==> src/rtl/mlis_pkg.sv <==
// constants and types shared by the monitor link i2c slave port
package mlis_pkg;

  localparam int BUS_W = 32;
  localparam int REG_W = 8;
  localparam int IDX_W = 3;

  // register word index on the avalon slave
  localparam logic [IDX_W-1:0] IDX_CONTROL = 3'h0;
  localparam logic [IDX_W-1:0] IDX_EVENT   = 3'h1;
  localparam logic [IDX_W-1:0] IDX_ERROR   = 3'h2;
  localparam logic [IDX_W-1:0] IDX_DATA    = 3'h3;
  localparam logic [IDX_W-1:0] IDX_OWN     = 3'h4;

  localparam logic [REG_W-1:0] REG_RESET = 8'h00;

  // slave_control fields
  localparam int CTL_UNIT_ON = 5;
  localparam int CTL_ALT_EN  = 4;
  localparam int CTL_REPLY   = 2;
  localparam int CTL_RELEASE = 1;
  localparam int CTL_IRQ_EN  = 0;

  // event_status fields
  localparam int EVS_EVENT     = 7;
  localparam int EVS_TX_DIR    = 5;
  localparam int EVS_BUSY      = 4;
  localparam int EVS_BYTE_DONE = 3;
  localparam int EVS_ADDR_HIT  = 2;

  // error_status fields
  localparam int ERS_ACK_FAIL  = 4;
  localparam int ERS_STOP_SEEN = 3;
  localparam int ERS_MISPLACED = 1;
  localparam int ERS_ALT_SEEN  = 0;

  // fixed alternate address pair, compared on bits 7:1
  localparam logic [REG_W-1:0] ALT_ADDRESS = 8'h60;
  localparam logic [REG_W-1:0] START_BYTE  = 8'h01;

  localparam logic [3:0] BYTE_BITS   = 4'h8;
  localparam logic [3:0] LAST_TX_BIT = 4'h7;
  localparam logic [3:0] COUNT_ZERO  = 4'h0;
  localparam logic [3:0] COUNT_STEP  = 4'h1;

  typedef enum logic [3:0] {
    ST_IDLE,
    ST_ADDR,
    ST_ADDR_ACK,
    ST_RX,
    ST_RX_ACK,
    ST_TX_LOAD,
    ST_TX,
    ST_TX_ACK,
    ST_IGNORE
  } mlis_state_e;

  // a start or stop now would cut a byte in half; the first clock high
  // of a received byte is where a proper stop or restart lands, so it is legal; a sent byte is mid-byte throughout
  function automatic logic mlis_mid_byte(input mlis_state_e st,
                                         input logic [3:0]  cnt);
    mlis_mid_byte = ((st == ST_ADDR || st == ST_RX) && cnt > COUNT_STEP)
                    || st == ST_TX;
  endfunction : mlis_mid_byte

endpackage : mlis_pkg

==> src/rtl/mlis_sync.sv <==
// three-stage synchroniser with agreement filter for bus pins
`timescale 1ns/1ns
module mlis_sync #(
  parameter int         W           = 2,
  parameter logic [1:0] RESET_LEVEL = 2'b11
) (
  input  wire logic         ref_clk_i,
  input  wire logic         rst_i,
  input  wire logic [W-1:0] raw_i,
  output logic      [W-1:0] level_o
);
  logic [W-1:0] stage1;
  logic [W-1:0] stage2;
  logic [W-1:0] stage3;

  always_ff @(posedge ref_clk_i or posedge rst_i) begin
    if (rst_i) begin
      stage1 <= RESET_LEVEL[W-1:0];
      stage2 <= RESET_LEVEL[W-1:0];
      stage3 <= RESET_LEVEL[W-1:0];
    end else begin
      stage1 <= raw_i;
      stage2 <= stage1;
      stage3 <= stage2;
    end
  end

  // a bit moves only once stages two and three agree
  always_ff @(posedge ref_clk_i or posedge rst_i) begin
    if (rst_i) begin
      level_o <= RESET_LEVEL[W-1:0];
    end else begin
      level_o <= (~(stage2 ^ stage3) & stage3)
                 | ((stage2 ^ stage3) & level_o);
    end
  end

endmodule : mlis_sync

==> src/rtl/mlis_cond.sv <==
// clock edge and start/stop detector on filtered bus levels
`timescale 1ns/1ns
module mlis_cond (
  input  wire logic ref_clk_i,
  input  wire logic rst_i,
  input  wire logic scl_i,
  input  wire logic sda_i,
  output logic      scl_rise_o,
  output logic      scl_fall_o,
  output logic      start_o,
  output logic      stop_o
);
  logic scl_q;
  logic sda_q;

  always_ff @(posedge ref_clk_i or posedge rst_i) begin
    if (rst_i) begin
      scl_q <= 1'b1;
      sda_q <= 1'b1;
    end else begin
      scl_q <= scl_i;
      sda_q <= sda_i;
    end
  end

  assign scl_rise_o = scl_i & ~scl_q;
  assign scl_fall_o = ~scl_i & scl_q;
  // data moving while the clock stays high marks a condition
  assign start_o    = scl_i & scl_q & sda_q & ~sda_i;
  assign stop_o     = scl_i & scl_q & ~sda_q & sda_i;

endmodule : mlis_cond

==> src/rtl/mlis_slave.sv <==
// monitor link i2c slave port with avalon register access
// Function
// - alternate pair 60h/61h answered when enabled
// - reply enable drives acknowledge, cleared off
// - release request frees lines after byte
// - irq enable gates requests, cleared off
// - clock held low while byte/address flags
// - event flag ORs byte done, hit and errors but alt seen
// - direction flag shows transmit or receive
// - busy follows start/stop even when off
// - byte done cleared by status-data sequence
// - byte done set after acknowledge pulse
// - address hit on own or alternate match
// - acknowledge failure flag, no clock hold
// - stop after acknowledge slot sets flag
// - misplaced start/stop sets error flag
// - alternate seen cleared by start/stop
// - data write launches transmit shifting
// - receive capture paced by data reads
// - compare bits 7:1, keep own address
// - address byte 01h never answered
// - unused register bits read zero
// - unit on, double write to configure
// - address lsb picks receive or transmit
// - misplaced condition discards byte
//
// The register addresses and the Avalon-MM interface to the registers are this design's own decisions.
`timescale 1ns/1ns
module mlis_slave
  import mlis_pkg::*;
(
  input  wire logic             ref_clk_i,
  input  wire logic             rst_i,
  input  wire logic [IDX_W-1:0] avs_address_i,
  input  wire logic             avs_read_i,
  input  wire logic             avs_write_i,
  input  wire logic [BUS_W-1:0] avs_writedata_i,
  input  wire logic [3:0]       avs_byteenable_i,
  output logic      [BUS_W-1:0] avs_readdata_o,
  output logic                  avs_waitrequest_o,
  input  wire logic             monitor_clock_line_i,
  output logic                  monitor_clock_line_o,
  output logic                  monitor_clock_line_oe_o,
  input  wire logic             monitor_data_line_i,
  output logic                  monitor_data_line_o,
  output logic                  monitor_data_line_oe_o,
  output logic                  irq_o
);
  logic [1:0]       pins_f;
  logic             scl_f;
  logic             sda_f;
  logic             scl_rise;
  logic             scl_fall;
  logic             start_c;
  logic             stop_c;
  mlis_state_e      state;
  logic [3:0]       bit_count;
  logic [REG_W-1:0] shift;
  logic             sda_drive;
  logic             ack_sample;
  logic             after_ack;
  logic             unit_on;
  logic             alt_address_enable;
  logic             reply_enable;
  logic             release_request;
  logic             irq_enable;
  logic             byte_done;
  logic             address_hit;
  logic             tx_direction;
  logic             ack_failure;
  logic             stop_seen;
  logic             misplaced_condition_error;
  logic             alt_address_seen;
  logic             bus_busy;
  logic             status_armed;
  logic [REG_W-1:0] own_slave_address;
  logic [REG_W-1:0] transfer_data;
  logic             event_flag;
  logic             access;
  logic             lane0;
  logic             rd_event;
  logic             rd_error;
  logic             rd_data;
  logic             wr_data;
  logic             wr_ctl;
  logic             wr_own;
  logic             mid;
  logic             release_now;
  logic             addr_own;
  logic             addr_alt;
  logic             addr_ok;
  logic             byte_end;
  logic             set_addr_hit;
  logic             cap_rx;
  logic             set_rx_done;
  logic             set_tx_done;
  logic             set_ack_fail;
  logic             set_stop;
  logic             set_misplaced;
  logic             set_alt;
  logic             clr_rx;
  logic             load_tx;
  logic             hold_clock;
  logic [REG_W-1:0] next_rd_byte;

  mlis_sync #(
    .W           (2),
    .RESET_LEVEL (2'b11)
  ) u_sync (
    .ref_clk_i (ref_clk_i),
    .rst_i     (rst_i),
    .raw_i     ({monitor_clock_line_i, monitor_data_line_i}),
    .level_o   (pins_f)
  );
  assign scl_f = pins_f[1];
  assign sda_f = pins_f[0];

  mlis_cond u_cond (
    .ref_clk_i  (ref_clk_i),
    .rst_i      (rst_i),
    .scl_i      (scl_f),
    .sda_i      (sda_f),
    .scl_rise_o (scl_rise),
    .scl_fall_o (scl_fall),
    .start_o    (start_c),
    .stop_o     (stop_c)
  );

  // bus access is acted on in the cycle waitrequest is still high
  assign access   = (avs_read_i | avs_write_i) & avs_waitrequest_o;
  assign lane0    = avs_byteenable_i[0];
  assign rd_event = access & avs_read_i & avs_address_i == IDX_EVENT;
  assign rd_error = access & avs_read_i & avs_address_i == IDX_ERROR;
  assign rd_data  = access & avs_read_i & avs_address_i == IDX_DATA;
  assign wr_data  = access & avs_write_i & lane0
                    & avs_address_i == IDX_DATA;
  assign wr_ctl   = access & avs_write_i & lane0
                    & avs_address_i == IDX_CONTROL;
  assign wr_own   = access & avs_write_i & lane0
                    & avs_address_i == IDX_OWN;

  assign mid         = mlis_mid_byte(state, bit_count);
  assign release_now = release_request & ~mid;
  assign byte_end    = scl_fall & bit_count == BYTE_BITS;
  assign addr_own    = shift[7:1] == own_slave_address[7:1];
  assign addr_alt    = alt_address_enable
                       & shift[7:1] == ALT_ADDRESS[7:1];
  assign addr_ok     = (addr_own | addr_alt) & shift != START_BYTE
                       & reply_enable;

  assign set_addr_hit  = scl_fall & state == ST_ADDR_ACK;
  assign cap_rx        = scl_fall & state == ST_RX_ACK;
  assign set_rx_done   = cap_rx & reply_enable;
  assign set_tx_done   = scl_fall & state == ST_TX_ACK & ~ack_sample;
  assign set_ack_fail  = scl_fall & state == ST_TX_ACK & ack_sample;
  assign set_stop      = unit_on & stop_c & after_ack & reply_enable;
  assign set_misplaced = unit_on & (start_c | stop_c) & mid;
  assign set_alt       = state == ST_ADDR & byte_end & addr_alt
                         & shift != START_BYTE;
  assign clr_rx  = rd_data & status_armed & byte_done & ~tx_direction;
  assign load_tx = wr_data & state == ST_TX_LOAD & status_armed
                   & ~address_hit;

  assign event_flag = byte_done | address_hit | ack_failure
                      | stop_seen | misplaced_condition_error;
  assign hold_clock = byte_done | address_hit | state == ST_TX_LOAD;

  // first write only turns the unit on; clearing it wipes the control
  always_ff @(posedge ref_clk_i or posedge rst_i) begin
    if (rst_i) begin
      unit_on            <= 1'b0;
      alt_address_enable <= 1'b0;
      reply_enable       <= 1'b0;
      release_request    <= 1'b0;
      irq_enable         <= 1'b0;
    end else if (wr_ctl) begin
      unit_on            <= avs_writedata_i[CTL_UNIT_ON];
      if (avs_writedata_i[CTL_UNIT_ON] && unit_on) begin
        alt_address_enable <= avs_writedata_i[CTL_ALT_EN];
        reply_enable       <= avs_writedata_i[CTL_REPLY];
        release_request    <= avs_writedata_i[CTL_RELEASE];
        irq_enable         <= avs_writedata_i[CTL_IRQ_EN];
      end else begin
        alt_address_enable <= 1'b0;
        reply_enable       <= 1'b0;
        release_request    <= 1'b0;
        irq_enable         <= 1'b0;
      end
    end
  end

  // own address survives the unit being switched off
  always_ff @(posedge ref_clk_i or posedge rst_i) begin
    if (rst_i) begin
      own_slave_address <= REG_RESET;
    end else if (wr_own) begin
      own_slave_address <= avs_writedata_i[REG_W-1:0];
    end
  end

  always_ff @(posedge ref_clk_i or posedge rst_i) begin
    if (rst_i) begin
      bus_busy <= 1'b0;
    end else if (start_c) begin
      bus_busy <= 1'b1;
    end else if (stop_c) begin
      bus_busy <= 1'b0;
    end
  end

  // a status read opens the read-data or write-data clearing step
  always_ff @(posedge ref_clk_i or posedge rst_i) begin
    if (rst_i) begin
      status_armed <= 1'b0;
    end else if (!unit_on || clr_rx || load_tx) begin
      status_armed <= 1'b0;
    end else if (rd_event) begin
      status_armed <= 1'b1;
    end
  end

  always_ff @(posedge ref_clk_i or posedge rst_i) begin
    if (rst_i) begin
      transfer_data <= REG_RESET;
    end else if (set_addr_hit || cap_rx) begin
      transfer_data <= shift;
    end else if (wr_data) begin
      transfer_data <= avs_writedata_i[REG_W-1:0];
    end
  end

  // clears come first so that a same-cycle set wins
  always_ff @(posedge ref_clk_i or posedge rst_i) begin
    if (rst_i) begin
      byte_done                 <= 1'b0;
      address_hit               <= 1'b0;
      tx_direction              <= 1'b0;
      ack_failure               <= 1'b0;
      stop_seen                 <= 1'b0;
      misplaced_condition_error <= 1'b0;
      alt_address_seen          <= 1'b0;
    end else if (!unit_on) begin
      byte_done                 <= 1'b0;
      address_hit               <= 1'b0;
      tx_direction              <= 1'b0;
      ack_failure               <= 1'b0;
      stop_seen                 <= 1'b0;
      misplaced_condition_error <= 1'b0;
      alt_address_seen          <= 1'b0;
    end else begin
      if (rd_event) address_hit <= 1'b0;
      if (clr_rx || load_tx || stop_c) begin
        byte_done    <= clr_rx || load_tx ? 1'b0 : byte_done;
        tx_direction <= 1'b0;
      end
      if (rd_error) begin
        ack_failure               <= 1'b0;
        stop_seen                 <= 1'b0;
        misplaced_condition_error <= 1'b0;
      end
      if (start_c || stop_c) alt_address_seen <= 1'b0;
      if (set_addr_hit) address_hit <= 1'b1;
      if (set_rx_done) begin
        byte_done    <= 1'b1;
        tx_direction <= 1'b0;
      end
      if (set_tx_done) begin
        byte_done    <= 1'b1;
        tx_direction <= 1'b1;
      end
      if (set_ack_fail) ack_failure <= 1'b1;
      if (set_stop) stop_seen <= 1'b1;
      if (set_misplaced) misplaced_condition_error <= 1'b1;
      if (set_alt) alt_address_seen <= 1'b1;
    end
  end

  // serial engine: counts rises while receiving, falls while sending
  always_ff @(posedge ref_clk_i or posedge rst_i) begin
    if (rst_i) begin
      state      <= ST_IDLE;
      bit_count  <= COUNT_ZERO;
      shift      <= REG_RESET;
      sda_drive  <= 1'b0;
      ack_sample <= 1'b0;
      after_ack  <= 1'b0;
    end else if (!unit_on || stop_c) begin
      state     <= ST_IDLE;
      bit_count <= COUNT_ZERO;
      sda_drive <= 1'b0;
      after_ack <= 1'b0;
    end else if (start_c) begin
      state     <= ST_ADDR;
      bit_count <= COUNT_ZERO;
      sda_drive <= 1'b0;
      after_ack <= 1'b0;
    end else if (release_now && state != ST_IDLE) begin
      state     <= ST_IGNORE;
      sda_drive <= 1'b0;
    end else begin
      case (state)
        ST_ADDR, ST_RX: begin
          if (scl_rise) begin
            shift     <= {shift[6:0], sda_f};
            bit_count <= bit_count + COUNT_STEP;
            if (bit_count != COUNT_ZERO) after_ack <= 1'b0;
          end else if (byte_end) begin
            bit_count <= COUNT_ZERO;
            if (state == ST_RX) begin
              sda_drive <= reply_enable;
              state     <= ST_RX_ACK;
            end else if (addr_ok) begin
              sda_drive <= 1'b1;
              state     <= ST_ADDR_ACK;
            end else begin
              state <= ST_IGNORE;
            end
          end
        end
        ST_ADDR_ACK: begin
          if (scl_fall) begin
            sda_drive <= 1'b0;
            after_ack <= 1'b1;
            state     <= shift[0] ? ST_TX_LOAD : ST_RX;
          end
        end
        ST_RX_ACK: begin
          if (scl_fall) begin
            sda_drive <= 1'b0;
            after_ack <= 1'b1;
            state     <= ST_RX;
          end
        end
        ST_TX_LOAD: begin
          if (load_tx) begin
            shift     <= avs_writedata_i[REG_W-1:0];
            sda_drive <= ~avs_writedata_i[REG_W-1];
            bit_count <= COUNT_ZERO;
            state     <= ST_TX;
          end
        end
        ST_TX: begin
          if (scl_rise) begin
            after_ack <= 1'b0;
          end else if (scl_fall) begin
            if (bit_count == LAST_TX_BIT) begin
              bit_count <= COUNT_ZERO;
              sda_drive <= 1'b0;
              state     <= ST_TX_ACK;
            end else begin
              bit_count <= bit_count + COUNT_STEP;
              shift     <= {shift[6:0], 1'b0};
              sda_drive <= ~shift[6];
            end
          end
        end
        ST_TX_ACK: begin
          if (scl_rise) begin
            ack_sample <= sda_f;
          end else if (scl_fall) begin
            after_ack <= 1'b1;
            state     <= ack_sample ? ST_IGNORE : ST_TX_LOAD;
          end
        end
        ST_IDLE, ST_IGNORE: begin
          state <= state;
        end
        default: begin
          state <= ST_IDLE;
        end
      endcase
    end
  end

  // open-drain lines: only ever pulled low, enable high while pulling
  always_ff @(posedge ref_clk_i or posedge rst_i) begin
    if (rst_i) begin
      monitor_clock_line_o    <= 1'b0;
      monitor_clock_line_oe_o <= 1'b0;
      monitor_data_line_o     <= 1'b0;
      monitor_data_line_oe_o  <= 1'b0;
    end else begin
      monitor_clock_line_o    <= 1'b0;
      monitor_data_line_o     <= 1'b0;
      monitor_clock_line_oe_o <= unit_on & hold_clock & ~release_now;
      monitor_data_line_oe_o  <= unit_on & sda_drive & ~release_now;
    end
  end

  always_ff @(posedge ref_clk_i or posedge rst_i) begin
    if (rst_i) begin
      irq_o <= 1'b0;
    end else begin
      irq_o <= irq_enable & (event_flag | alt_address_seen);
    end
  end

  always_comb begin
    next_rd_byte = REG_RESET;
    case (avs_address_i)
      IDX_CONTROL: begin
        next_rd_byte[CTL_UNIT_ON] = unit_on;
        next_rd_byte[CTL_ALT_EN]  = alt_address_enable;
        next_rd_byte[CTL_REPLY]   = reply_enable;
        next_rd_byte[CTL_RELEASE] = release_request;
        next_rd_byte[CTL_IRQ_EN]  = irq_enable;
      end
      IDX_EVENT: begin
        next_rd_byte[EVS_EVENT]     = event_flag;
        next_rd_byte[EVS_TX_DIR]    = tx_direction;
        next_rd_byte[EVS_BUSY]      = bus_busy;
        next_rd_byte[EVS_BYTE_DONE] = byte_done;
        next_rd_byte[EVS_ADDR_HIT]  = address_hit;
      end
      IDX_ERROR: begin
        next_rd_byte[ERS_ACK_FAIL]  = ack_failure;
        next_rd_byte[ERS_STOP_SEEN] = stop_seen;
        next_rd_byte[ERS_MISPLACED] = misplaced_condition_error;
        next_rd_byte[ERS_ALT_SEEN]  = alt_address_seen;
      end
      IDX_DATA: next_rd_byte = transfer_data;
      IDX_OWN:  next_rd_byte = own_slave_address;
      default:  next_rd_byte = REG_RESET;
    endcase
  end

  // every access answers one cycle after it is seen
  always_ff @(posedge ref_clk_i or posedge rst_i) begin
    if (rst_i) begin
      avs_waitrequest_o <= 1'b1;
      avs_readdata_o    <= {BUS_W{1'b0}};
    end else if (!avs_waitrequest_o) begin
      avs_waitrequest_o <= 1'b1;
    end else if (avs_read_i || avs_write_i) begin
      avs_waitrequest_o <= 1'b0;
      avs_readdata_o    <= {{(BUS_W-REG_W){1'b0}}, next_rd_byte};
    end
  end

  a_clock_stretch: assert property (
    @(posedge ref_clk_i) disable iff (rst_i)
    unit_on && (byte_done || address_hit) && !release_request
    |=> monitor_clock_line_oe_o)
    else $error("clock not held while an event waits");

  a_busy_track: assert property (
    @(posedge ref_clk_i) disable iff (rst_i)
    start_c |=> bus_busy ##0 (stop_c ? 1'b1 : 1'b1))
    else $error("busy flag missed a start");

  a_hit_address: assert property (
    @(posedge ref_clk_i) disable iff (rst_i)
    $rose(address_hit) |-> shift != START_BYTE
    && (addr_own || (alt_address_enable
        && shift[7:1] == ALT_ADDRESS[7:1])))
    else $error("address hit without a valid match");

  a_off_clears: assert property (
    @(posedge ref_clk_i) disable iff (rst_i)
    !unit_on |=> !irq_enable && !reply_enable && !release_request
    && !byte_done && !address_hit && !stop_seen && !irq_o)
    else $error("state left over while unit is off");

  a_dir_follows: assert property (
    @(posedge ref_clk_i) disable iff (rst_i)
    tx_direction |-> byte_done)
    else $error("direction flag set without byte done");

  a_irq_gate: assert property (
    @(posedge ref_clk_i) disable iff (rst_i)
    !irq_enable [*2] |-> !irq_o)
    else $error("interrupt raised while disabled");

  a_reserved_zero: assert property (
    @(posedge ref_clk_i) disable iff (rst_i)
    !avs_waitrequest_o |-> avs_readdata_o[BUS_W-1:REG_W] == '0)
    else $error("upper read bits not zero");

  a_bus_answer: assert property (
    @(posedge ref_clk_i) disable iff (rst_i)
    (avs_read_i || avs_write_i) && avs_waitrequest_o
    |=> !avs_waitrequest_o ##1 avs_waitrequest_o)
    else $error("bus answer not one cycle long");

  a_ack_no_hold: assert property (
    @(posedge ref_clk_i) disable iff (rst_i)
    ack_failure && !byte_done && !address_hit && state != ST_TX_LOAD
    |=> !monitor_clock_line_oe_o)
    else $error("clock held for an error flag");

  a_rx_release: assert property (
    @(posedge ref_clk_i) disable iff (rst_i)
    clr_rx && !set_rx_done |=> !byte_done)
    else $error("byte done not cleared by data read");

endmodule : mlis_slave

==> config.mk <==
export PLATFORM = sky130hd
export DESIGN_NAME = mlis_slave
export DESIGN_NICKNAME = d
export VERILOG_FILES = /design/src/rtl/mlis_pkg.sv /design/src/rtl/mlis_sync.sv /design/src/rtl/mlis_cond.sv /design/src/rtl/mlis_slave.sv
export SDC_FILE = /design/constraint.sdc
export NUM_CORES = 1
export LEC_CHECK = 0
export BUFFER_PORTS_ARGS = -buffer_cell sky130_fd_sc_hd__buf_4
export CORE_MARGIN = 2
export CORE_UTILIZATION = 40
export CTS_BUF_LIST = sky130_fd_sc_hd__clkbuf_2
export CTS_CLUSTER_DIAMETER = 120
export CTS_CLUSTER_SIZE = 14
export DETAILED_ROUTE_END_ITERATION = 16
export PLACE_DENSITY = 0.62
export SLEW_MARGIN = 10
export SYNTH_ARGS = -nofsm -noshare
export SYNTH_HDL_FRONTEND = slang
export SYNTH_SLANG_ARGS = --single-unit
==> constraint.sdc <==
create_clock -name ref_clk_i -period 2.55 [get_ports ref_clk_i]
set_input_delay 0.51 -clock ref_clk_i [delete_from_list [all_inputs] [get_ports ref_clk_i]]
set_output_delay 0.51 -clock ref_clk_i [all_outputs]
set_load 0.03 [all_outputs]
==> results_dict.tcl <==
set metrics [dict create \
    dpl-instance-area_um2 4650 \
    final_common_cell "dfrtp_1" \
    critPathCapture "bit_count[3]" \
    portBuffers 29 \
    clk_path_buf_depth 2 \
    synthDistinctLibCells 66 \
    synth_ff_type "dfrtp_1" \
    syn_inst 462 \
    fmax_mhz 433 \
    cp-end-kind "flop" \
    nets 549 \
    p_seq_share_pct 51.0 \
    crit_type "flop to flop" \
    r2r_slack_ns 0.24 \
    fin_crit_ns 2.31 \
    grt_pass1_wl_mm 18.1 \
    cts_buffers 9 \
    via_count 3566 \
    setup_viol 0 \
    fin_setup_tns_ns 0 \
    yosysSeqAreaShare_pct 41.6 \
    hold_class "input port to flop" \
    p_per_area_nw_per_um2 561 \
    cts.htree.levels 3 \
    cts_tree "built" \
    crit_chain "nand2_1 > o21ai_1 > buf_4 > o2bb2ai_2 > or3_4 > o41a_1 > o2bb2ai_2" \
    worst_path_most_repeated_cell "o2bb2ai_2" \
    tightest_slew_ns 0.574 \
    yosysWarnings 0 \
    die_area_um2 11600 \
    drive_gt1_share_pct 21.8 \
    drc 0 \
    fp-row-count 37 \
    area_growth_pct 11.7 \
    comb_power_share_pct 24.2 \
    p_int_mw 1.75 \
    switching_share_pct 35.1 \
    grt_max_degree 57 \
    overflow 0 \
    cp.arrival_ns 2.81 \
    syn-cell-area_um2 4300 \
    coreArea_um2 10400 \
    crit_path_max_fanout 11 \
    crit_required_ns 3.05 \
    synth_edf_count 0 \
    die_h_um 108 \
    layout_common_cells "60 x dfrtp_1, 51 x buf_4, 45 x nor2_1" \
    rsz0062_at_grt "false" \
    finalWirelength_mm 11.1 \
    grtUsageTotal_pct 20.3 \
    clk_pin_slew_ns 0.20 \
    clkSinkCount 71 \
    syn_avg_cell_area_um2 9.31 \
    die_w_um 108 \
    vias_per_cell 5.55 \
    reg2regPathDepth 7 \
    drt_first_iter_violations 332 \
    clkLatencyLatePin_ns 0.57 \
    drv_slew 0 \
    fillers 1040 \
    final.setup_skew_ns 0.0265 \
    start_kind "flop" \
    p_clk_share_pct 24.8 \
    ys_ff_latch 71 \
    antenna_found_initial 0 \
    globalplace.congestion 0.924 \
    synthArstFlopShare_pct 100 \
    maxCapViolCount 0 \
    hold_viol 0 \
    start_util_pct 41.5 \
    root_buffer "clkbuf_2" \
    design_area_um2 4800 \
    antenna_left 0 \
    p_leak_nw 2.10 \
    status "complete, no violations" \
    slowest_delay_ns 0.68 \
    drtPass1Iterations 6 \
    grt_pass1_vias 3351 \
    hpwl_mm 8.29 \
    io_pins 83 \
    period_share_pct 90.5 \
    slowest_stage "dfstp_2" \
    r2r-end "bit_count[3]" \
    drt-wirelength-per-cell_um 17.3 \
    relSlewSlack_pct 61.8 \
    p_sw_uw 946 \
    peakVddDrop_uv 399 \
]
## worst max-delay path: cells and delay by family, from the launching register on
family	cells	cell delay [ns]
DFF	1	0.68
and+or+nand+nor	2	0.56
AOI/OAI and AO/OA	4	0.79
buffers and inverters	1	0.22
## worst min-delay path by stage
stage	from	end	slack, ns	cells after the start
floorplan	u_sync.stage1[0]	u_sync.stage2[0]	0.35	0
global placement	u_sync.stage1[1]	u_sync.stage2[1]	0.35	0
detailed placement	u_sync.stage1[1]	u_sync.stage2[1]	0.35	0
CTS	monitor_data_line_i	u_sync.stage1[0]	0.005	1
global route	avs_writedata_i[3]	own_slave_address[3]	0.17	2
finish	avs_writedata_i[3]	own_slave_address[3]	0.19	2
## kinds of logic (layout without fill, tap and decap cells)
group / count (synthesis) / count (layout) / synth area share (%)
XOR/XNOR: 10 / 10 / 2.21
adder cells (fa/ha/maj): 7 / 7 / 1.86
flip-flops: 71 / 71 / 41.6
AO/OA/AOI/OAI: 116 / 116 / 18.0
other: 1 / 27 / 0.0872
AND/OR/NAND/NOR: 154 / 154 / 18.1
buffers and inverters: 66 / 84 / 8.64
multiplexers: 37 / 37 / 9.51
## cell usage after synthesis (4+ instances only)
cell type  instances  area (um2)
and3_1             6        37.5
buf_4             27         203
dfstp_2           11         289
nand3b_1           4        30.0
a21oi_1           37         185
nand2b_1           5        31.3
nor4_1             8        50.1
dfrtp_1           60        1500
a21boi_0           4        30.0
buf_2              6        30.0
mux2_2            13         146
nor3_1             8        40.0
mux2i_1           21         210
clkbuf_1          17        63.8
nor3b_1            4        30.0
nand2_1           34         128
o21ai_0           26         130
xor2_1             7        61.3
nor2b_1           12        75.1
a31oi_1            7        43.8
nand3_1           13        65.1
nor2_1            45         169
ha_1               4        50.1
inv_1             13        48.8
## sequential cells by signal, indices dropped and copies added (netlist names), 2 cells and up, named ones only
signal / flops
u_sync.stage3: 2
u_sync.stage1: 2
shift: 8
avs_readdata_o: 8
state: 4
bit_count: 4
own_slave_address: 8
transfer_data: 8
u_sync.stage2: 2
## repair_timing
item,4_1_cts,5_1_grt
hold endpoints to repair,12,2
setup endpoints to repair,0,3
hold buffers,1,2
gates resized for setup,0,1
buffers inserted,0,0
## through the flow
stage | setup WS [ns] | instances | hold WS (ns) | power [mW] | utilization, %
5_1_grt | 0.0795 | 641 | 0.169 | 2.83 | 46.3
2_1_floorplan | 0.262 | 487 | 0.345 | 1.85 | -
3_5_place_dp | 0.0858 | 622 | 0.349 | 2.04 | 44.9
6_report | 0.242 | 642 | 0.188 | 2.70 | 46.3
4_1_cts | 0.252 | 639 | 0.00477 | 2.71 | 46.1
3_3_place_gp | 0.114 | 622 | 0.346 | 2.02 | 44.9
## power groups by stage
stage	sequential (mW)	combinational, mW	clock [mW]
2_1_floorplan	1.38	0.474	0
3_3_place_gp	1.39	0.632	0
3_5_place_dp	1.39	0.646	0
4_1_cts	1.37	0.649	0.689
5_1_grt	1.39	0.720	0.723
6_report	1.38	0.653	0.669
## area by class of cell
class	instances	area [um2]	area share, %
clock buffer	11	55.1	1.15
multi-input combinational	350	2250	46.7
timing repair buffer	55	433	9.01
antenna	1	2.50	0.0521
clock inverter	5	58.8	1.22
tap	136	170	3.54
inverter	13	48.8	1.02
sequential	71	1790	37.3
## per-layer routing
layer | share of wire (%) | GRT usage (%)
met3 | 5.4 | 2.48
met5 | 0 | 0
met1 | 47 | 29.2
met4 | 1.6 | 7.42
met2 | 46 | 31.5
(Power assumes the default switching activity.)
